### src/hw/cit_cfg.svh
// named constants for the instruction timing and memory map unit
// assumes inclusion by bare name from the unit; the package does not include it
`ifndef CIT_CFG_SVH
`define CIT_CFG_SVH
// instruction lengths in bytes
`define CIT_LEN_1 2'd1
`define CIT_LEN_2 2'd2
`define CIT_LEN_3 2'd3
// base clock cycle counts
`define CIT_CYC_1 3'd1
`define CIT_CYC_2 3'd2
`define CIT_CYC_3 3'd3
`define CIT_CYC_4 3'd4
`define CIT_CYC_5 3'd5
// opcodes with fixed encodings
`define CIT_OP_NOP      8'h00
`define CIT_OP_NOP_ALT  8'ha5
`define CIT_OP_CODE_BYTE_MOVE_PC  8'h83
`define CIT_OP_CODE_BYTE_MOVE_DP  8'h93
`define CIT_OP_XRD_DP   8'he0
`define CIT_OP_XWR_DP   8'hf0
`define CIT_OP_PUSH     8'hc0
`define CIT_OP_POP      8'hd0
`define CIT_OP_XCH_DIR  8'hc5
`define CIT_OP_LONG_CALL    8'h12
`define CIT_OP_LONG_JUMP     8'h02
`define CIT_OP_RET      8'h22
`define CIT_OP_INTERRUPT_RETURN     8'h32
`define CIT_OP_SHORT_JUMP     8'h80
`define CIT_OP_JMP_DP   8'h73
`define CIT_OP_JBC      8'h10
`define CIT_OP_DECREMENT_JUMP_DIR 8'hd5
// memory map
`define CIT_RAM_LOW_TOP 8'h7f
`define CIT_BIT_BASE    8'h20
`define CIT_BIT_LOW_TOP 8'h7f
`define CIT_FLASH_FULL  8192
`define CIT_FLASH_RSVD  17'h1e00
`define CIT_REL_SIGN    7
`endif

### src/hw/cit_pkg.sv
// types for the instruction timing and memory map unit
// assumes cit_cfg.svh is on the include path
package cit_pkg;
    typedef enum logic [1:0] {
        st_idle = 2'b00,
        st_run  = 2'b01,
        st_last = 2'b11
    } cit_state_e;

    typedef enum logic [3:0] {
        cond_none, cond_carry, cond_ncarry, cond_zero, cond_nzero,
        cond_bit, cond_nbit, cond_bitclr, cond_cmp, cond_decrement_jump
    } cit_cond_e;

    typedef enum logic [2:0] {
        tgt_none, tgt_rel1, tgt_rel2, tgt_abs, tgt_long, tgt_data_pointer, tgt_ret
    } cit_tgt_e;
endpackage

### src/hw/cit_core.sv
// instruction length, timing, branch resolution and memory map decode
// assumes operands and condition values are presented with start_i
`timescale 1ns/1ps
`default_nettype none
`include "cit_cfg.svh"

module cit_core
    import cit_pkg::*;
#(
    parameter int FLASH_SIZE = `CIT_FLASH_FULL
) (
    input  wire  logic        sys_clk_i,
    input  wire  logic        reset_n_i,
    input  wire  logic        start_i,
    input  wire  logic [7:0]  opcode_i,
    input  wire  logic [7:0]  op1_i,
    input  wire  logic [7:0]  op2_i,
    input  wire  logic [15:0] pc_next_i,
    input  wire  logic [15:0] ret_addr_i,
    input  wire  logic [15:0] data_pointer_i,
    input  wire  logic [7:0]  acc_i,
    input  wire  logic        carry_i,
    input  wire  logic        bit_val_i,
    input  wire  logic [7:0]  cmp_left_i,
    input  wire  logic [7:0]  cmp_right_i,
    input  wire  logic [7:0]  dec_val_i,
    input  wire  logic [7:0]  ind_mem_i,
    input  wire  logic [7:0]  ri_val_i,
    input  wire  logic [1:0]  bank_sel_i,
    input  wire  logic        store_wr_en_i,
    input  wire  logic [7:0]  daddr_i,
    input  wire  logic        dindirect_i,
    input  wire  logic [7:0]  bitaddr_i,
    input  wire  logic [15:0] paddr_i,
    output logic              ready_o,
    output logic              known_o,
    output logic [1:0]        len_o,
    output logic [2:0]        cycles_o,
    output logic              jump_o,
    output logic [15:0]       target_o,
    output logic              long_ok_o,
    output logic              clr_bit_o,
    output logic [7:0]        dec_result_o,
    output logic [7:0]        nib_acc_o,
    output logic [7:0]        nib_mem_o,
    output logic [4:0]        bank_reg_addr_o,
    output logic              flash_rd_o,
    output logic              flash_wr_o,
    output logic [15:0]       flash_addr_o,
    output logic [7:0]        flash_data_o,
    output logic              ram_low_sel_o,
    output logic              ram_up_sel_o,
    output logic              sfr_sel_o,
    output logic [7:0]        bit_byte_o,
    output logic [2:0]        bit_idx_o,
    output logic              pmem_hit_o,
    output logic              pmem_user_o
);
    logic [1:0]  len_d;
    logic [2:0]  cyc_d;
    logic        known_d;
    cit_cond_e   cond_d;
    cit_tgt_e    tgt_d;
    logic        xrd_d;
    logic        xwr_d;
    logic        nibble_exchange_d;
    logic        taken_d;
    logic [2:0]  total_d;
    logic [15:0] target_d;
    logic [7:0]  rel_d;
    logic [7:0]  dec_d;
    logic [15:0] xaddr_d;
    logic        issue;
    logic [2:0]  cnt_q;
    logic [2:0]  cnt_d;
    cit_state_e  state_q;
    logic [1:0]  len_q;
    logic [2:0]  cyc_q;
    logic        known_q;
    logic        jump_q;
    logic [15:0] target_q;
    logic        clr_bit_q;
    logic [7:0]  dec_q;
    logic [7:0]  nib_acc_q;
    logic [7:0]  nib_mem_q;
    logic [4:0]  bank_q;
    logic        flash_rd_q;
    logic        flash_wr_q;
    logic [15:0] flash_addr_q;
    logic [7:0]  flash_data_q;
    logic [16:0] flash_lim;
    logic [16:0] user_lim;

    assign flash_lim = 17'(FLASH_SIZE);
    // factory area withheld on the largest variant only
    assign user_lim  = (FLASH_SIZE == `CIT_FLASH_FULL) ? `CIT_FLASH_RSVD : flash_lim;

    // opcode to length, cycles, condition and target kind
    always_comb begin
        len_d   = `CIT_LEN_1;
        cyc_d   = `CIT_CYC_1;
        known_d = 1'b1;
        cond_d  = cond_none;
        tgt_d   = tgt_none;
        xrd_d   = 1'b0;
        xwr_d   = 1'b0;
        nibble_exchange_d  = 1'b0;
        casez (opcode_i)
            `CIT_OP_NOP, `CIT_OP_NOP_ALT: begin
            end
            `CIT_OP_CODE_BYTE_MOVE_PC, `CIT_OP_CODE_BYTE_MOVE_DP: cyc_d = `CIT_CYC_3;
            `CIT_OP_XRD_DP, 8'he2, 8'he3: begin
                cyc_d = `CIT_CYC_3;
                xrd_d = 1'b1;
            end
            `CIT_OP_XWR_DP, 8'hf2, 8'hf3: begin
                cyc_d = `CIT_CYC_3;
                xwr_d = 1'b1;
            end
            `CIT_OP_PUSH, `CIT_OP_POP: begin
                len_d = `CIT_LEN_2;
                cyc_d = `CIT_CYC_2;
            end
            8'b1100_1???: cyc_d = `CIT_CYC_1;
            `CIT_OP_XCH_DIR: begin
                len_d = `CIT_LEN_2;
                cyc_d = `CIT_CYC_2;
            end
            8'b1100_011?: cyc_d = `CIT_CYC_2;
            8'b1101_011?: begin
                cyc_d  = `CIT_CYC_2;
                nibble_exchange_d = 1'b1;
            end
            8'hc3, 8'hd3, 8'hb3: cyc_d = `CIT_CYC_1;
            8'hc2, 8'hd2, 8'hb2, 8'h82, 8'hb0, 8'h72, 8'ha0, 8'ha2, 8'h92: begin
                len_d = `CIT_LEN_2;
                cyc_d = `CIT_CYC_2;
            end
            8'h40, 8'h50, 8'h60, 8'h70: begin
                len_d  = `CIT_LEN_2;
                cyc_d  = `CIT_CYC_2;
                tgt_d  = tgt_rel1;
                cond_d = (opcode_i == 8'h40) ? cond_carry :
                         (opcode_i == 8'h50) ? cond_ncarry :
                         (opcode_i == 8'h60) ? cond_zero : cond_nzero;
            end
            8'h20, 8'h30, `CIT_OP_JBC: begin
                len_d  = `CIT_LEN_3;
                cyc_d  = `CIT_CYC_3;
                tgt_d  = tgt_rel2;
                cond_d = (opcode_i == 8'h20) ? cond_bit :
                         (opcode_i == 8'h30) ? cond_nbit : cond_bitclr;
            end
            8'b???1_0001: begin
                len_d = `CIT_LEN_2;
                cyc_d = `CIT_CYC_3;
                tgt_d = tgt_abs;
            end
            8'b???0_0001: begin
                len_d = `CIT_LEN_2;
                cyc_d = `CIT_CYC_3;
                tgt_d = tgt_abs;
            end
            `CIT_OP_LONG_CALL, `CIT_OP_LONG_JUMP: begin
                len_d = `CIT_LEN_3;
                cyc_d = `CIT_CYC_4;
                tgt_d = tgt_long;
            end
            `CIT_OP_RET, `CIT_OP_INTERRUPT_RETURN: begin
                cyc_d = `CIT_CYC_5;
                tgt_d = tgt_ret;
            end
            `CIT_OP_SHORT_JUMP: begin
                len_d = `CIT_LEN_2;
                cyc_d = `CIT_CYC_3;
                tgt_d = tgt_rel1;
            end
            `CIT_OP_JMP_DP: begin
                cyc_d = `CIT_CYC_3;
                tgt_d = tgt_data_pointer;
            end
            8'hb4, 8'hb5, 8'b1011_1???: begin
                len_d  = `CIT_LEN_3;
                cyc_d  = `CIT_CYC_3;
                tgt_d  = tgt_rel2;
                cond_d = cond_cmp;
            end
            8'b1011_011?: begin
                len_d  = `CIT_LEN_3;
                cyc_d  = `CIT_CYC_4;
                tgt_d  = tgt_rel2;
                cond_d = cond_cmp;
            end
            8'b1101_1???: begin
                len_d  = `CIT_LEN_2;
                cyc_d  = `CIT_CYC_2;
                tgt_d  = tgt_rel1;
                cond_d = cond_decrement_jump;
            end
            `CIT_OP_DECREMENT_JUMP_DIR: begin
                len_d  = `CIT_LEN_3;
                cyc_d  = `CIT_CYC_3;
                tgt_d  = tgt_rel2;
                cond_d = cond_decrement_jump;
            end
            default: known_d = 1'b0;
        endcase
    end

    assign dec_d = dec_val_i - 8'h01;

    // branch outcome
    always_comb begin
        case (cond_d)
            cond_none:   taken_d = (tgt_d != tgt_none);
            cond_carry:  taken_d = carry_i;
            cond_ncarry: taken_d = !carry_i;
            cond_zero:   taken_d = (acc_i == 8'h00);
            cond_nzero:  taken_d = (acc_i != 8'h00);
            cond_bit:    taken_d = bit_val_i;
            cond_nbit:   taken_d = !bit_val_i;
            cond_bitclr: taken_d = bit_val_i;
            cond_cmp:    taken_d = (cmp_left_i != cmp_right_i);
            cond_decrement_jump:   taken_d = (dec_d != 8'h00);
            default:     taken_d = 1'b0;
        endcase
    end

    // a taken conditional branch costs one extra cycle
    assign total_d = (cond_d != cond_none && taken_d) ? cyc_d + `CIT_CYC_1 : cyc_d;

    assign rel_d = (tgt_d == tgt_rel2) ? op2_i : op1_i;

    always_comb begin
        case (tgt_d)
            tgt_rel1, tgt_rel2:
                target_d = pc_next_i + {{8{rel_d[`CIT_REL_SIGN]}}, rel_d};
            // stay within the current 2K page
            tgt_abs:  target_d = {pc_next_i[15:11], opcode_i[7:5], op1_i};
            tgt_long: target_d = {op1_i, op2_i};
            tgt_data_pointer: target_d = data_pointer_i + {8'h00, acc_i};
            tgt_ret:  target_d = ret_addr_i;
            default:  target_d = pc_next_i;
        endcase
    end

    // external data addresses go to program flash
    assign xaddr_d = opcode_i[1] ? {8'h00, ri_val_i} : data_pointer_i;

    // issue only once the previous instruction has run out
    assign ready_o = (state_q == st_idle);
    assign issue   = start_i && ready_o;
    assign cnt_d   = issue ? total_d - 3'd1 : (ready_o ? cnt_q : cnt_q - 3'd1);

    always_ff @(posedge sys_clk_i or negedge reset_n_i) begin
        if (!reset_n_i) begin
            cnt_q <= 3'd0;
        end else begin
            cnt_q <= cnt_d;
        end
    end

    always_ff @(posedge sys_clk_i or negedge reset_n_i) begin
        if (!reset_n_i) begin
            state_q <= st_idle;
        end else begin
            case (cnt_d)
                3'd0:    state_q <= st_idle;
                3'd1:    state_q <= st_last;
                default: state_q <= st_run;
            endcase
        end
    end

    // decode results held for the instruction's lifetime
    always_ff @(posedge sys_clk_i or negedge reset_n_i) begin
        if (!reset_n_i) begin
            len_q    <= `CIT_LEN_1;
            cyc_q    <= `CIT_CYC_1;
            known_q  <= 1'b1;
            target_q <= 16'h0000;
            dec_q    <= 8'h00;
            bank_q   <= 5'h00;
        end else if (issue) begin
            len_q    <= len_d;
            cyc_q    <= total_d;
            known_q  <= known_d;
            target_q <= target_d;
            dec_q    <= dec_d;
            // bank register address from bank select and index
            bank_q   <= {bank_sel_i, opcode_i[2:0]};
        end
    end

    // one-cycle effect pulses
    always_ff @(posedge sys_clk_i or negedge reset_n_i) begin
        if (!reset_n_i) begin
            jump_q     <= 1'b0;
            clr_bit_q  <= 1'b0;
            flash_rd_q <= 1'b0;
            flash_wr_q <= 1'b0;
        end else begin
            jump_q     <= issue && taken_d;
            // clear the tested bit when the jump occurs
            clr_bit_q  <= issue && cond_d == cond_bitclr && taken_d;
            flash_rd_q <= issue && xrd_d;
            // stores only while the store enable is set
            flash_wr_q <= issue && xwr_d && store_wr_en_i
                          && ({1'b0, xaddr_d} < user_lim);
        end
    end

    always_ff @(posedge sys_clk_i or negedge reset_n_i) begin
        if (!reset_n_i) begin
            flash_addr_q <= 16'h0000;
            flash_data_q <= 8'h00;
            nib_acc_q    <= 8'h00;
            nib_mem_q    <= 8'h00;
        end else if (issue) begin
            flash_addr_q <= xaddr_d;
            flash_data_q <= acc_i;
            if (nibble_exchange_d) begin
                // low nibbles swap, high nibbles stay
                nib_acc_q <= {acc_i[7:4], ind_mem_i[3:0]};
                nib_mem_q <= {ind_mem_i[7:4], acc_i[3:0]};
            end
        end
    end

    assign len_o           = len_q;
    assign cycles_o        = cyc_q;
    assign known_o         = known_q;
    assign jump_o          = jump_q;
    assign target_o        = target_q;
    assign long_ok_o       = ({1'b0, target_q} < flash_lim);
    assign clr_bit_o       = clr_bit_q;
    assign dec_result_o    = dec_q;
    assign nib_acc_o       = nib_acc_q;
    assign nib_mem_o       = nib_mem_q;
    assign bank_reg_addr_o = bank_q;
    assign flash_rd_o      = flash_rd_q;
    assign flash_wr_o      = flash_wr_q;
    assign flash_addr_o    = flash_addr_q;
    assign flash_data_o    = flash_data_q;

    assign ram_low_sel_o = (daddr_i <= `CIT_RAM_LOW_TOP);
    // mode picks upper ram or function registers
    assign ram_up_sel_o  = !ram_low_sel_o && dindirect_i;
    assign sfr_sel_o     = !ram_low_sel_o && !dindirect_i;

    // bit addresses below 80 land in bytes 20-2f
    assign bit_byte_o = (bitaddr_i <= `CIT_BIT_LOW_TOP)
                        ? `CIT_BIT_BASE + {4'h0, bitaddr_i[6:3]}
                        : {bitaddr_i[7:3], 3'b000};
    assign bit_idx_o  = bitaddr_i[2:0];

    assign pmem_hit_o  = ({1'b0, paddr_i} < flash_lim);
    assign pmem_user_o = ({1'b0, paddr_i} < user_lim);

    // checks
    code_byte_move_time_a: assert property (@(posedge sys_clk_i) disable iff (!reset_n_i)
        issue && opcode_i == `CIT_OP_CODE_BYTE_MOVE_PC |=> cycles_o == 3'd3 && len_o == 2'd1
            ##1 !ready_o ##1 ready_o)
        else $error("code byte move timing wrong");
    xdata_time_a: assert property (@(posedge sys_clk_i) disable iff (!reset_n_i)
        issue && (xrd_d || xwr_d) |=> cycles_o == 3'd3 && !ready_o)
        else $error("external move timing wrong");
    push_pop_a: assert property (@(posedge sys_clk_i) disable iff (!reset_n_i)
        issue && (opcode_i == `CIT_OP_PUSH || opcode_i == `CIT_OP_POP)
            |=> len_o == 2'd2 && cycles_o == 3'd2)
        else $error("push or pop timing wrong");
    nibble_swap_a: assert property (@(posedge sys_clk_i) disable iff (!reset_n_i)
        issue && nibble_exchange_d |=> nib_mem_o == {$past(ind_mem_i[7:4]), $past(acc_i[3:0])})
        else $error("nibble exchange wrong");
    cond_extra_a: assert property (@(posedge sys_clk_i) disable iff (!reset_n_i)
        issue && cond_d != cond_none |=> cycles_o == $past(cyc_d) + {2'b00, jump_o})
        else $error("taken branch cycle count wrong");
    bit_clear_a: assert property (@(posedge sys_clk_i) disable iff (!reset_n_i)
        clr_bit_o |-> jump_o && $past(opcode_i) == `CIT_OP_JBC && $past(bit_val_i))
        else $error("bit cleared without a taken test");
    ret_time_a: assert property (@(posedge sys_clk_i) disable iff (!reset_n_i)
        issue && tgt_d == tgt_ret |=> !ready_o [*4] ##1 ready_o)
        else $error("return timing wrong");
    page_keep_a: assert property (@(posedge sys_clk_i) disable iff (!reset_n_i)
        issue && tgt_d == tgt_abs |=> target_o[15:11] == $past(pc_next_i[15:11]))
        else $error("absolute target left its page");
    nop_alt_a: assert property (@(posedge sys_clk_i) disable iff (!reset_n_i)
        issue && opcode_i == `CIT_OP_NOP_ALT |=> ready_o && cycles_o == 3'd1 && !jump_o)
        else $error("alternate no-op misbehaves");
    store_gate_a: assert property (@(posedge sys_clk_i) disable iff (!reset_n_i)
        flash_wr_o |-> $past(store_wr_en_i) && $past(xwr_d))
        else $error("flash write without enable");
    space_pick_a: assert property (@(posedge sys_clk_i) disable iff (!reset_n_i)
        daddr_i > `CIT_RAM_LOW_TOP |-> ram_up_sel_o == dindirect_i && sfr_sel_o != dindirect_i)
        else $error("upper space selection wrong");
    taken_jump_c: cover property (@(posedge sys_clk_i) disable iff (!reset_n_i)
        issue && cond_d == cond_cmp && taken_d ##1 jump_o);
    flash_store_c: cover property (@(posedge sys_clk_i) disable iff (!reset_n_i) flash_wr_o);
    back_to_back_c: cover property (@(posedge sys_clk_i) disable iff (!reset_n_i)
        issue ##1 issue ##1 issue);
endmodule // cit_core
`default_nettype wire

### config.mk
export PLATFORM = sky130hd
export DESIGN_NAME = cit_core
export DESIGN_NICKNAME = d
export VERILOG_FILES = /design/src/hw/cit_pkg.sv /design/src/hw/cit_core.sv
export VERILOG_INCLUDE_DIRS = /design/src /design/src/hw
export SDC_FILE = /design/constraint.sdc
export NUM_CORES = 1
export LEC_CHECK = 0
export BUFFER_PORTS_ARGS = -buffer_cell sky130_fd_sc_hd__buf_2
export CAP_MARGIN = 20
export CORE_MARGIN = 1.5
export CORE_UTILIZATION = 40
export DETAILED_ROUTE_END_ITERATION = 7
export PLACE_DENSITY = 0.68
export RECOVER_POWER = 100
export SYNTH_ARGS = -nofsm -noshare
export SYNTH_HDL_FRONTEND = slang
export SYNTH_SLANG_ARGS = --single-unit
### constraint.sdc
create_clock -name sys_clk_i -period 7.45 [get_ports sys_clk_i]
set_input_delay 1.1175 -clock sys_clk_i [delete_from_list [all_inputs] [get_ports sys_clk_i]]
set_output_delay 1.1175 -clock sys_clk_i [all_outputs]
set_load 0.005 [all_outputs]
==> results of run 1 <==
## metal layers
layer	vias up	part of all wire, %
met4	0	3.2
met2	253	46
met5	-	0
met3	35	6.3
met1	2970	45
li1	3071	-
## report_power, final
part	internal [mW]	switching [mW]	leakage, nW
registers	0.630	0.0948	1.06
logic	0.278	0.369	2.51
clock network	0.331	0.196	0.165
## final timing paths
check | from | endpoint | slack [ps] | cells after the start
hold / removal | flash_addr_o[9] | flash_addr_o[9] | 470 | 2
min in group asynchronous | reset_n_i | flash_addr_o[6] | 660 | 1
hold reg to reg | flash_addr_o[9] | flash_addr_o[9] | 470 | 2
setup / recovery | opcode_i[5] | target_o[9] | 1230 | 15
setup reg to reg | state_q[1] | nib_mem_o[5] | 2950 | 7
max in group asynchronous | reset_n_i | target_o[9] | 2320 | 3
## placed cells by master (no fill, tap or decap), types with 4 or more instances in the layout
cell type,count
nand2b_1,6
and3_1,7
clkbuf_16,9
nor2_1,44
nor4_1,8
ha_1,30
o31ai_1,6
mux2_1,5
mux2_2,24
xnor2_1,16
o21ai_1,9
or3_1,4
nand2_1,124
nand3b_1,12
a21oi_1,39
a21o_1,9
nand3_1,15
xor2_1,24
o21bai_1,4
o211ai_1,8
a221oi_1,8
nor2b_1,9
clkbuf_1,64
or2_2,7
inv_1,22
dfrtp_1,81
nor3_1,20
o21ai_0,52
buf_2,176
and2_1,4
o21a_1,4
a2111oi_0,4
mux2i_1,18
nand4_1,4
a222oi_1,4
## kinds of logic after synthesis
group                      count (synthesis)  share of synthesized area, %
and+or+nand+nor                          283                          22.0
xor gates and xnor gates                  41                          5.97
muxes                                     48                          8.33
buffers and inverters                     64                          4.29
adders and majority gates                 32                          6.63
DFF                                       84                          33.6
AOI/OAI and AO/OA                        183                          19.2
## worst max-delay path, cell delays in order
cell and delay (ps):
clkbuf_1 1390, nor2_1 260, nor3_1 300, a211o_2 350, mux2_2 390, ha_1 270, a21o_1 180, a21oi_1 210
o21ai_1 110, a2111oi_0 800, o31ai_1 210, xor2_1 180, a221oi_1 360, a21oi_1 120, a21o_1 180
## cell type report
cell class	count	area, µm²	area share [%]
Multi-Input combinational cell	587	3880	49.7
Inverter	22	82.6	1.06
Timing Repair Buffer	242	1140	14.6
Clock inverter	5	108	1.38
Clock buffer	11	233	2.98
Sequential cell	84	2110	27.0
Tap cell	211	264	3.38
## state kept, by name, summed over array words and instances, names as in the netlist
signal / count
flash_addr_o: 16
target_o: 16
dec_result_o: 8
flash_data_o: 8
nib_acc_o: 8
nib_mem_o: 8
bank_reg_addr_o: 5
cnt_q: 3
cycles_o: 3
len_o: 2
state_q: 2
clr_bit_o: 1
flash_rd_o: 1
flash_wr_o: 1
jump_o: 1
known_o: 1
==> results.toml, run 1 <==
[final_layout]
fin_area_um2 = 7810
num_antenna_cells = 0
area_growth_pct = 24.6
fillers = 1535
post_route_cells_drive_above_1_share_pct = 24.5
final_net_count = 1139
stdcell_count = 1162
final_util_pct = 51.2

[yosys]
synth.area.top_cells = "dfrtp_1 (32%), nand2_1 (7.5%), ha_1 (6.0%), mux2_2 (4.3%), o21ai_0 (3.8%)"
async_flop_share_pct = 100
yosysTopAreaCellShare_pct = 32.3
synthDistinctLibCells = 75
synth_edf_count = 0
yosys.area.top_type = "dfrtp_1"
ys_warn_count = 0
synth.most_common_cell = "nand2_1"
synth-main-ff-cell = "dfrtp_1"
synth_nets = 928
yosysSeqAreaShare_pct = 33.6
ys_seq_elements = 84
avgSynthCellArea_um2 = 8.53
netlist_area_um2 = 6270
syn_inst = 735
synth_common_cells = "nand2_1 (125), dfrtp_1 (81), o21ai_0 (48), nor2_1 (44), a21oi_1 (38)"

[clock_network]
clk_pin_slew_worst_paths_ps = 60
cts_sinks = 84
clock_latency_ps = 350
cts_tree = "done"
post_cts_resized = 0
htree_levels = 3
post_cts_buffers = 0
numCtsBuffers = 9
clockBufferDepth = 2
cts_root_buf = "clkbuf_16"
cts_hold_buf = 0

[timing]
tightestPinTransition_ps = 3880
fin_skew_ps = 7.58
drv_slew = 198
fin_ws_ps = 1230
whs_ps = 466
slew_headroom_pct = -158
finalHoldViolCount = 0
max_freq_ghz = 0.161
setup_viol = 0
setup_tns_ps = 0
min_period_over_period_pct = 83.5
min_period_ps = 6220
grt_setup_unrepaired = "no"

[power]
powerDensity_nw_per_um2 = 243
p_leak_nw = 3.74
vdd_drop_max_mv = 0.128
total_power_mw = 1.90

[detailed_routing]
drtPass1Iterations = 7
vias = 6329
drt-initial-drc-count = 408
wire_per_inst_um = 17.7
drc = 0
viasPerCell = 5.45
wl_um = 20600
antenna_left = 0

[global_route]
met1_usage_pct = 34.8
grt_first_pass_wirelength_um = 32200
busiest_layer = "met2"
gr-usage-met3_pct = 3.84
globalRouteMet2Util_pct = 38.5
grt.total_usage_pct = 25.0
overflow = 0
grt_max_degree = 90
grt_pass1_vias = 6050
antenna_found_initial = 1

[placement]
dp.final_hpwl_um = 15300
preCtsSetupSlack_ps = 1620
placed_cell_area_um2 = 7570
portBuffers = 235
dp.cells = 1145
gp_congestion = 0.935

[floorplanning]
die_w_um = 128
rows = 45
ios = 258
die_area_um2 = 16400
initial_core_util_pct = 41.1
core-area_um2 = 15300
die_h_um = 128

[run]
drv_cap = 3

[worst_setup_path]
criticalPathCategory = "input pin to register"
cp.required_ps = 7680
cp_max_fo = 37
worstSetupStartpointType = "input pin"
critPathCaptureType = "register"
arrival_ps = 6450

[outcome]
outcome = "complete, but fails checks"
violations = "capacitance limit, slew limit"

[min_path]
hp-class = "register to register"
Note: power is estimated with default switching activity, not from simulation.
==> run 2, diff against run 1 <==
==> constraint.sdc (replaced) <==
create_clock -name sys_clk_i -period 6.2 [get_ports sys_clk_i]
set_input_delay 0.93 -clock sys_clk_i [delete_from_list [all_inputs] [get_ports sys_clk_i]]
set_output_delay 0.93 -clock sys_clk_i [all_outputs]
set_load 0.005 [all_outputs]
==> results.toml, run 2 (synthesis gave the netlist of run 1 again) <==
[placement]
portBuffers = 235
dp.cells = 1148
gp_congestion = 0.920
dp.final_hpwl_um = 15800

[power]
powerDensity_nw_per_um2 = 283
p_leak_nw = 3.72
vdd_drop_max_mv = 0.132
total_power_mw = 2.21

[clock_network]
htree_levels = 3
clock_latency_ps = 350
cts_tree = "done"
cts_sinks = 84
cts_hold_buf = 0
post_cts_buffers = 0
cts_root_buf = "clkbuf_16"
clockBufferDepth = 2
numCtsBuffers = 9
post_cts_resized = 0
clk_pin_slew_worst_paths_ps = 70

[timing]
grt_setup_unrepaired = "no"
fin_skew_ps = 9.59
setup_tns_ps = 0
min_period_over_period_pct = 81.6
min_period_ps = 5060
finalHoldViolCount = 0
max_freq_ghz = 0.198
slew_headroom_pct = -59.5
setup_viol = 0
tightestPinTransition_ps = 2390
drv_slew = 203

[global_route]
grt_max_degree = 45
overflow = 0
antenna_found_initial = 1
grt_first_pass_wirelength_um = 31700
grt.total_usage_pct = 24.8
grt_pass1_vias = 5945

[final_layout]
post_route_cells_drive_above_1_share_pct = 24.6
layout_common_cells = "buf_2 (172), nand2_1 (125), dfrtp_1 (81)"
stdcell_count = 1164
fillers = 1524
final_net_count = 1141
multi_input_area_um2 = 3880
final-seq-area_um2 = 2110
num_antenna_cells = 0
layout_commonest_cell = "buf_2"
area_growth_pct = 24.2

[worst_setup_path]
crit_start = "opcode_i[0]"
max_stage_delay_ps = 660
crit_chain = "buf_2, or4_1, nor3_1, a211o_1, mux2_2, ha_1, inv_1, fa_1, nor2b_1, o21ai_0, a21oi_1, o21a_1, o21a_1, nor2_1, o311ai_0, nor3b_1, o32a_1"
cp_common_cell = "o21a_1"
cp.required_ps = 6430
worst_path_max_delay_cell = "or4_1"
crit_family = "compound AO/OA/AOI/OAI gates"
arrival_ps = 5290
crit-reg2reg-launch = "state_q[1]"
cp_num_buf_inv = 2
cp_max_fo = 15
critPathCaptureType = "register"
worstSetupStartpointType = "input pin"
criticalPathCategory = "input pin to register"
rrSetupSlack_ps = 2820

[min_path]
worstHoldStart = "flash_addr_o[11]"
hp-class = "register to register"

[outcome]
outcome = "complete, but fails checks"
violations = "capacitance limit, slew limit"

[floorplanning]
ios = 258
initial_core_util_pct = 41.1
rows = 45
die_area_um2 = 16400
die_w_um = 128
die_h_um = 128
core-area_um2 = 15300

[detailed_routing]
vias = 6347
viasPerCell = 5.45
drtPass1Iterations = 7
wl_um = 20500
drc = 0
drt-initial-drc-count = 413
antenna_left = 0
wire_per_inst_um = 17.6

[run]
drv_cap = 5
-- run 2: layout make-up --
type | count | area share, %
inverter | 22 | 1.06
sequential | 84 | 27.0
multi-input combinational | 587 | 49.9
timing repair buffer | 244 | 14.8
clock inverter | 7 | 0.964
clock buffer | 9 | 2.89
tap | 211 | 3.39
-- run 2: worst min-delay path, delay by kind of cell (launching register included) --
kind          cells  cell delay [ps]
flops             1              340
simple gates      2              100
-- run 2: per-stage QoR --
| stage | util [%] | setup slack (ps) | hold slack (ps) | area [µm²] |
|---|---|---|---|---|
| 6_report | 51.0 | 1140 | 466 | 7780 |
| 5_1_grt | 51.0 | 859 | 495 | 7780 |
| 4_1_cts | 51.8 | 1430 | 468 | 7900 |
| 3_5_place_dp | 49.8 | 1050 | 453 | 7600 |
| 3_3_place_gp | 49.8 | 1100 | 447 | 7600 |
| 2_1_floorplan | - | 1500 | 448 | 6270 |
-- run 2: layer usage --
layer / global-route usage, % / part of all wire (%)
met1: 33.5 / 44
met2: 39.0 / 46
met3: 5.09 / 7.5
met4: 9.78 / 2.8
met5: 0 / 0
-- run 2: power breakdown --
part	switching (mW)	total (mW)	internal (mW)
logic	0.443	0.772	0.329
clock network	0.244	0.559	0.315
registers	0.119	0.876	0.757
total	0.805	2.21	1.40
-- run 2: worst paths after layout --
| kind | to | cells past startpoint |
|---|---|---|
| max | target_o[12] | 17 |
| min | flash_addr_o[11] | 2 |
| max reg2reg | target_o[12] | 8 |
| min reg2reg | flash_addr_o[11] | 2 |
| max in group asynchronous | bank_reg_addr_o[2] | 2 |
| min in group asynchronous | nib_acc_o[0] | 1 |
==> run 3, diff against run 2 <==
--- a/config.mk
+++ b/config.mk
@@ -11,7 +11,7 @@
 export CORE_MARGIN = 1.5
 export CORE_UTILIZATION = 40
 export DETAILED_ROUTE_END_ITERATION = 7
-export PLACE_DENSITY = 0.68
+export PLACE_DENSITY = 0.71
 export RECOVER_POWER = 100
 export SYNTH_ARGS = -nofsm -noshare
 export SYNTH_HDL_FRONTEND = slang
==> constraint.sdc (replaced) <==
create_clock -name sys_clk_i -period 4.4 [get_ports sys_clk_i]
set_input_delay 0.66 -clock sys_clk_i [delete_from_list [all_inputs] [get_ports sys_clk_i]]
set_output_delay 0.66 -clock sys_clk_i [all_outputs]
set_load 0.005 [all_outputs]
==> results.toml, run 3 (synthesis gave the netlist of run 1 again) <==
[power]
powerDensity_nw_per_um2 = 397
p_leak_nw = 3.80
vdd_drop_max_mv = 0.194
total_power_mw = 3.16

[final_layout]
final_net_count = 1165
layout_commonest_cell = "buf_2"
post_route_cells_drive_above_1_share_pct = 25.7
area_growth_pct = 27.0
final_util_pct = 52.2
num_antenna_cells = 0
layout_common_cells = "buf_2 (165), nand2_1 (125), dfrtp_1 (81)"

[min_path]
hp-class = "register to register"

[timing]
tightestPinTransition_ps = 2860
setup_viol = 0
setup_tns_ps = 0
min_period_ps = 4180
fin_skew_ps = 10.9
grt_setup_unrepaired = "no"
max_freq_ghz = 0.239
min_period_over_period_pct = 94.9
drv_slew = 112
finalHoldViolCount = 0
slew_headroom_pct = -90.8

[outcome]
outcome = "complete, but fails checks"
violations = "DRC, capacitance limit, slew limit"

[global_route]
grt_max_degree = 61
gr-usage-met3_pct = 5.13
overflow = 0
globalRouteMet2Util_pct = 40.6
grt_first_pass_wirelength_um = 32800
busiest_layer = "met2"
antenna_found_initial = 2
grt_pass1_vias = 6166
grt.total_usage_pct = 25.7
met1_usage_pct = 34.4

[worst_setup_path]
cp_num_buf_inv = 3
worst_path_max_delay_cell = "or4_1"
arrival_ps = 4420
critPathCaptureType = "register"
crit_family = "compound AO/OA/AOI/OAI gates"
cp.required_ps = 4650
max_stage_delay_ps = 550
cp_max_fo = 6
cp_common_cell = "buf_4"
criticalPathCategory = "input pin to register"
crit_chain = "buf_2, or4_1, nor3_1, a211o_2, buf_4, mux2_2, ha_1, a21oi_1, o21ai_1, a2111oi_1, buf_4, nor2_1, xor2_1, a222oi_1, a31oi_1, a21o_1"
worstSetupStartpointType = "input pin"

[clock_network]
clock_latency_ps = 360
numCtsBuffers = 9
htree_levels = 3
post_cts_buffers = 0
clockBufferDepth = 2
clk_pin_slew_worst_paths_ps = 70
cts_hold_buf = 0
cts_sinks = 84
cts_root_buf = "clkbuf_16"
cts_tree = "done"
post_cts_resized = 0

[floorplanning]
rows = 45
ios = 258
die_h_um = 128
initial_core_util_pct = 41.1
die_area_um2 = 16400
core-area_um2 = 15300
die_w_um = 128

[placement]
portBuffers = 235
dp.final_hpwl_um = 16300
gp_congestion = 0.932

[detailed_routing]
antenna_left = 0
vias = 6541
drtPass1Iterations = 8
drc = 5
wire_per_inst_um = 17.7
drt-initial-drc-count = 532
wl_um = 21000
viasPerCell = 5.51

[run]
drv_cap = 2
==> run 3: cell count changes in the layout (fill, tap and decap cells not counted), moves of 2 or more <==
cell / previous run / this run
dfstp_1: 2 / 0
buf_2: 172 / 165
clkbuf_1: 66 / 75
dfstp_2: 1 / 3
buf_1: 0 / 2
buf_4: 4 / 23
==> run 3: path summary, 6_finish.rpt <==
| check | from | end | slack (ps) | cells past startpoint |
|---|---|---|---|---|
| min in group asynchronous | reset_n_i | nib_acc_o[0] | 1230 | 1 |
| max in group asynchronous | reset_n_i | bank_reg_addr_o[0] | 1130 | 2 |
| min | len_o[0] | len_o[0] | 460 | 2 |
| max | opcode_i[0] | target_o[7] | 220 | 16 |
| min reg2reg | len_o[0] | len_o[0] | 460 | 2 |
| max reg2reg | state_q[1] | flash_addr_o[3] | 790 | 5 |
==> run 3: routing by layer <==
layer	up-vias	wire length, µm
met1	3063	8820
met3	43	1780
met4	2	612
li1	3116	-
met2	317	9790
met5	-	10
==> run 3: worst register-to-register path: stages, from the launching register on <==
cell	delay (ps)
dfrtp_1	310
or2_2	150
inv_1	80
nand2_1	810
clkbuf_1	1720
o21ai_0	330
==> run 3: power by group <==
part           switching, mW  internal (mW)  leakage (nW)
clock network          0.353          0.462         0.151
registers              0.161           1.07          1.07
logic                  0.645          0.469          2.58
==> run 3: stage by stage <==
stage / setup WS, ps / cell area, µm² / instances / hold WS, ps
finish: 224 / 7960 / 1188 / 459
global route: 31.6 / 7960 / 1188 / 486
CTS: 323 / 8090 / 1188 / 365
detailed placement: -44.0 / 7770 / 1172 / 450
global placement: 66.3 / 7770 / 1171 / 446
floorplan: 59.7 / 6270 / 735 / 364
==> run 3: area by class of cell <==
cell class | count | area, µm²
Fill cell | 1519 | 7300
Multi-Input combinational cell | 587 | 3890
Sequential cell | 84 | 2110
Timing Repair Buffer | 268 | 1310
Tap cell | 211 | 264
Clock buffer | 10 | 239
Inverter | 22 | 82.6
Clock inverter | 6 | 71.3
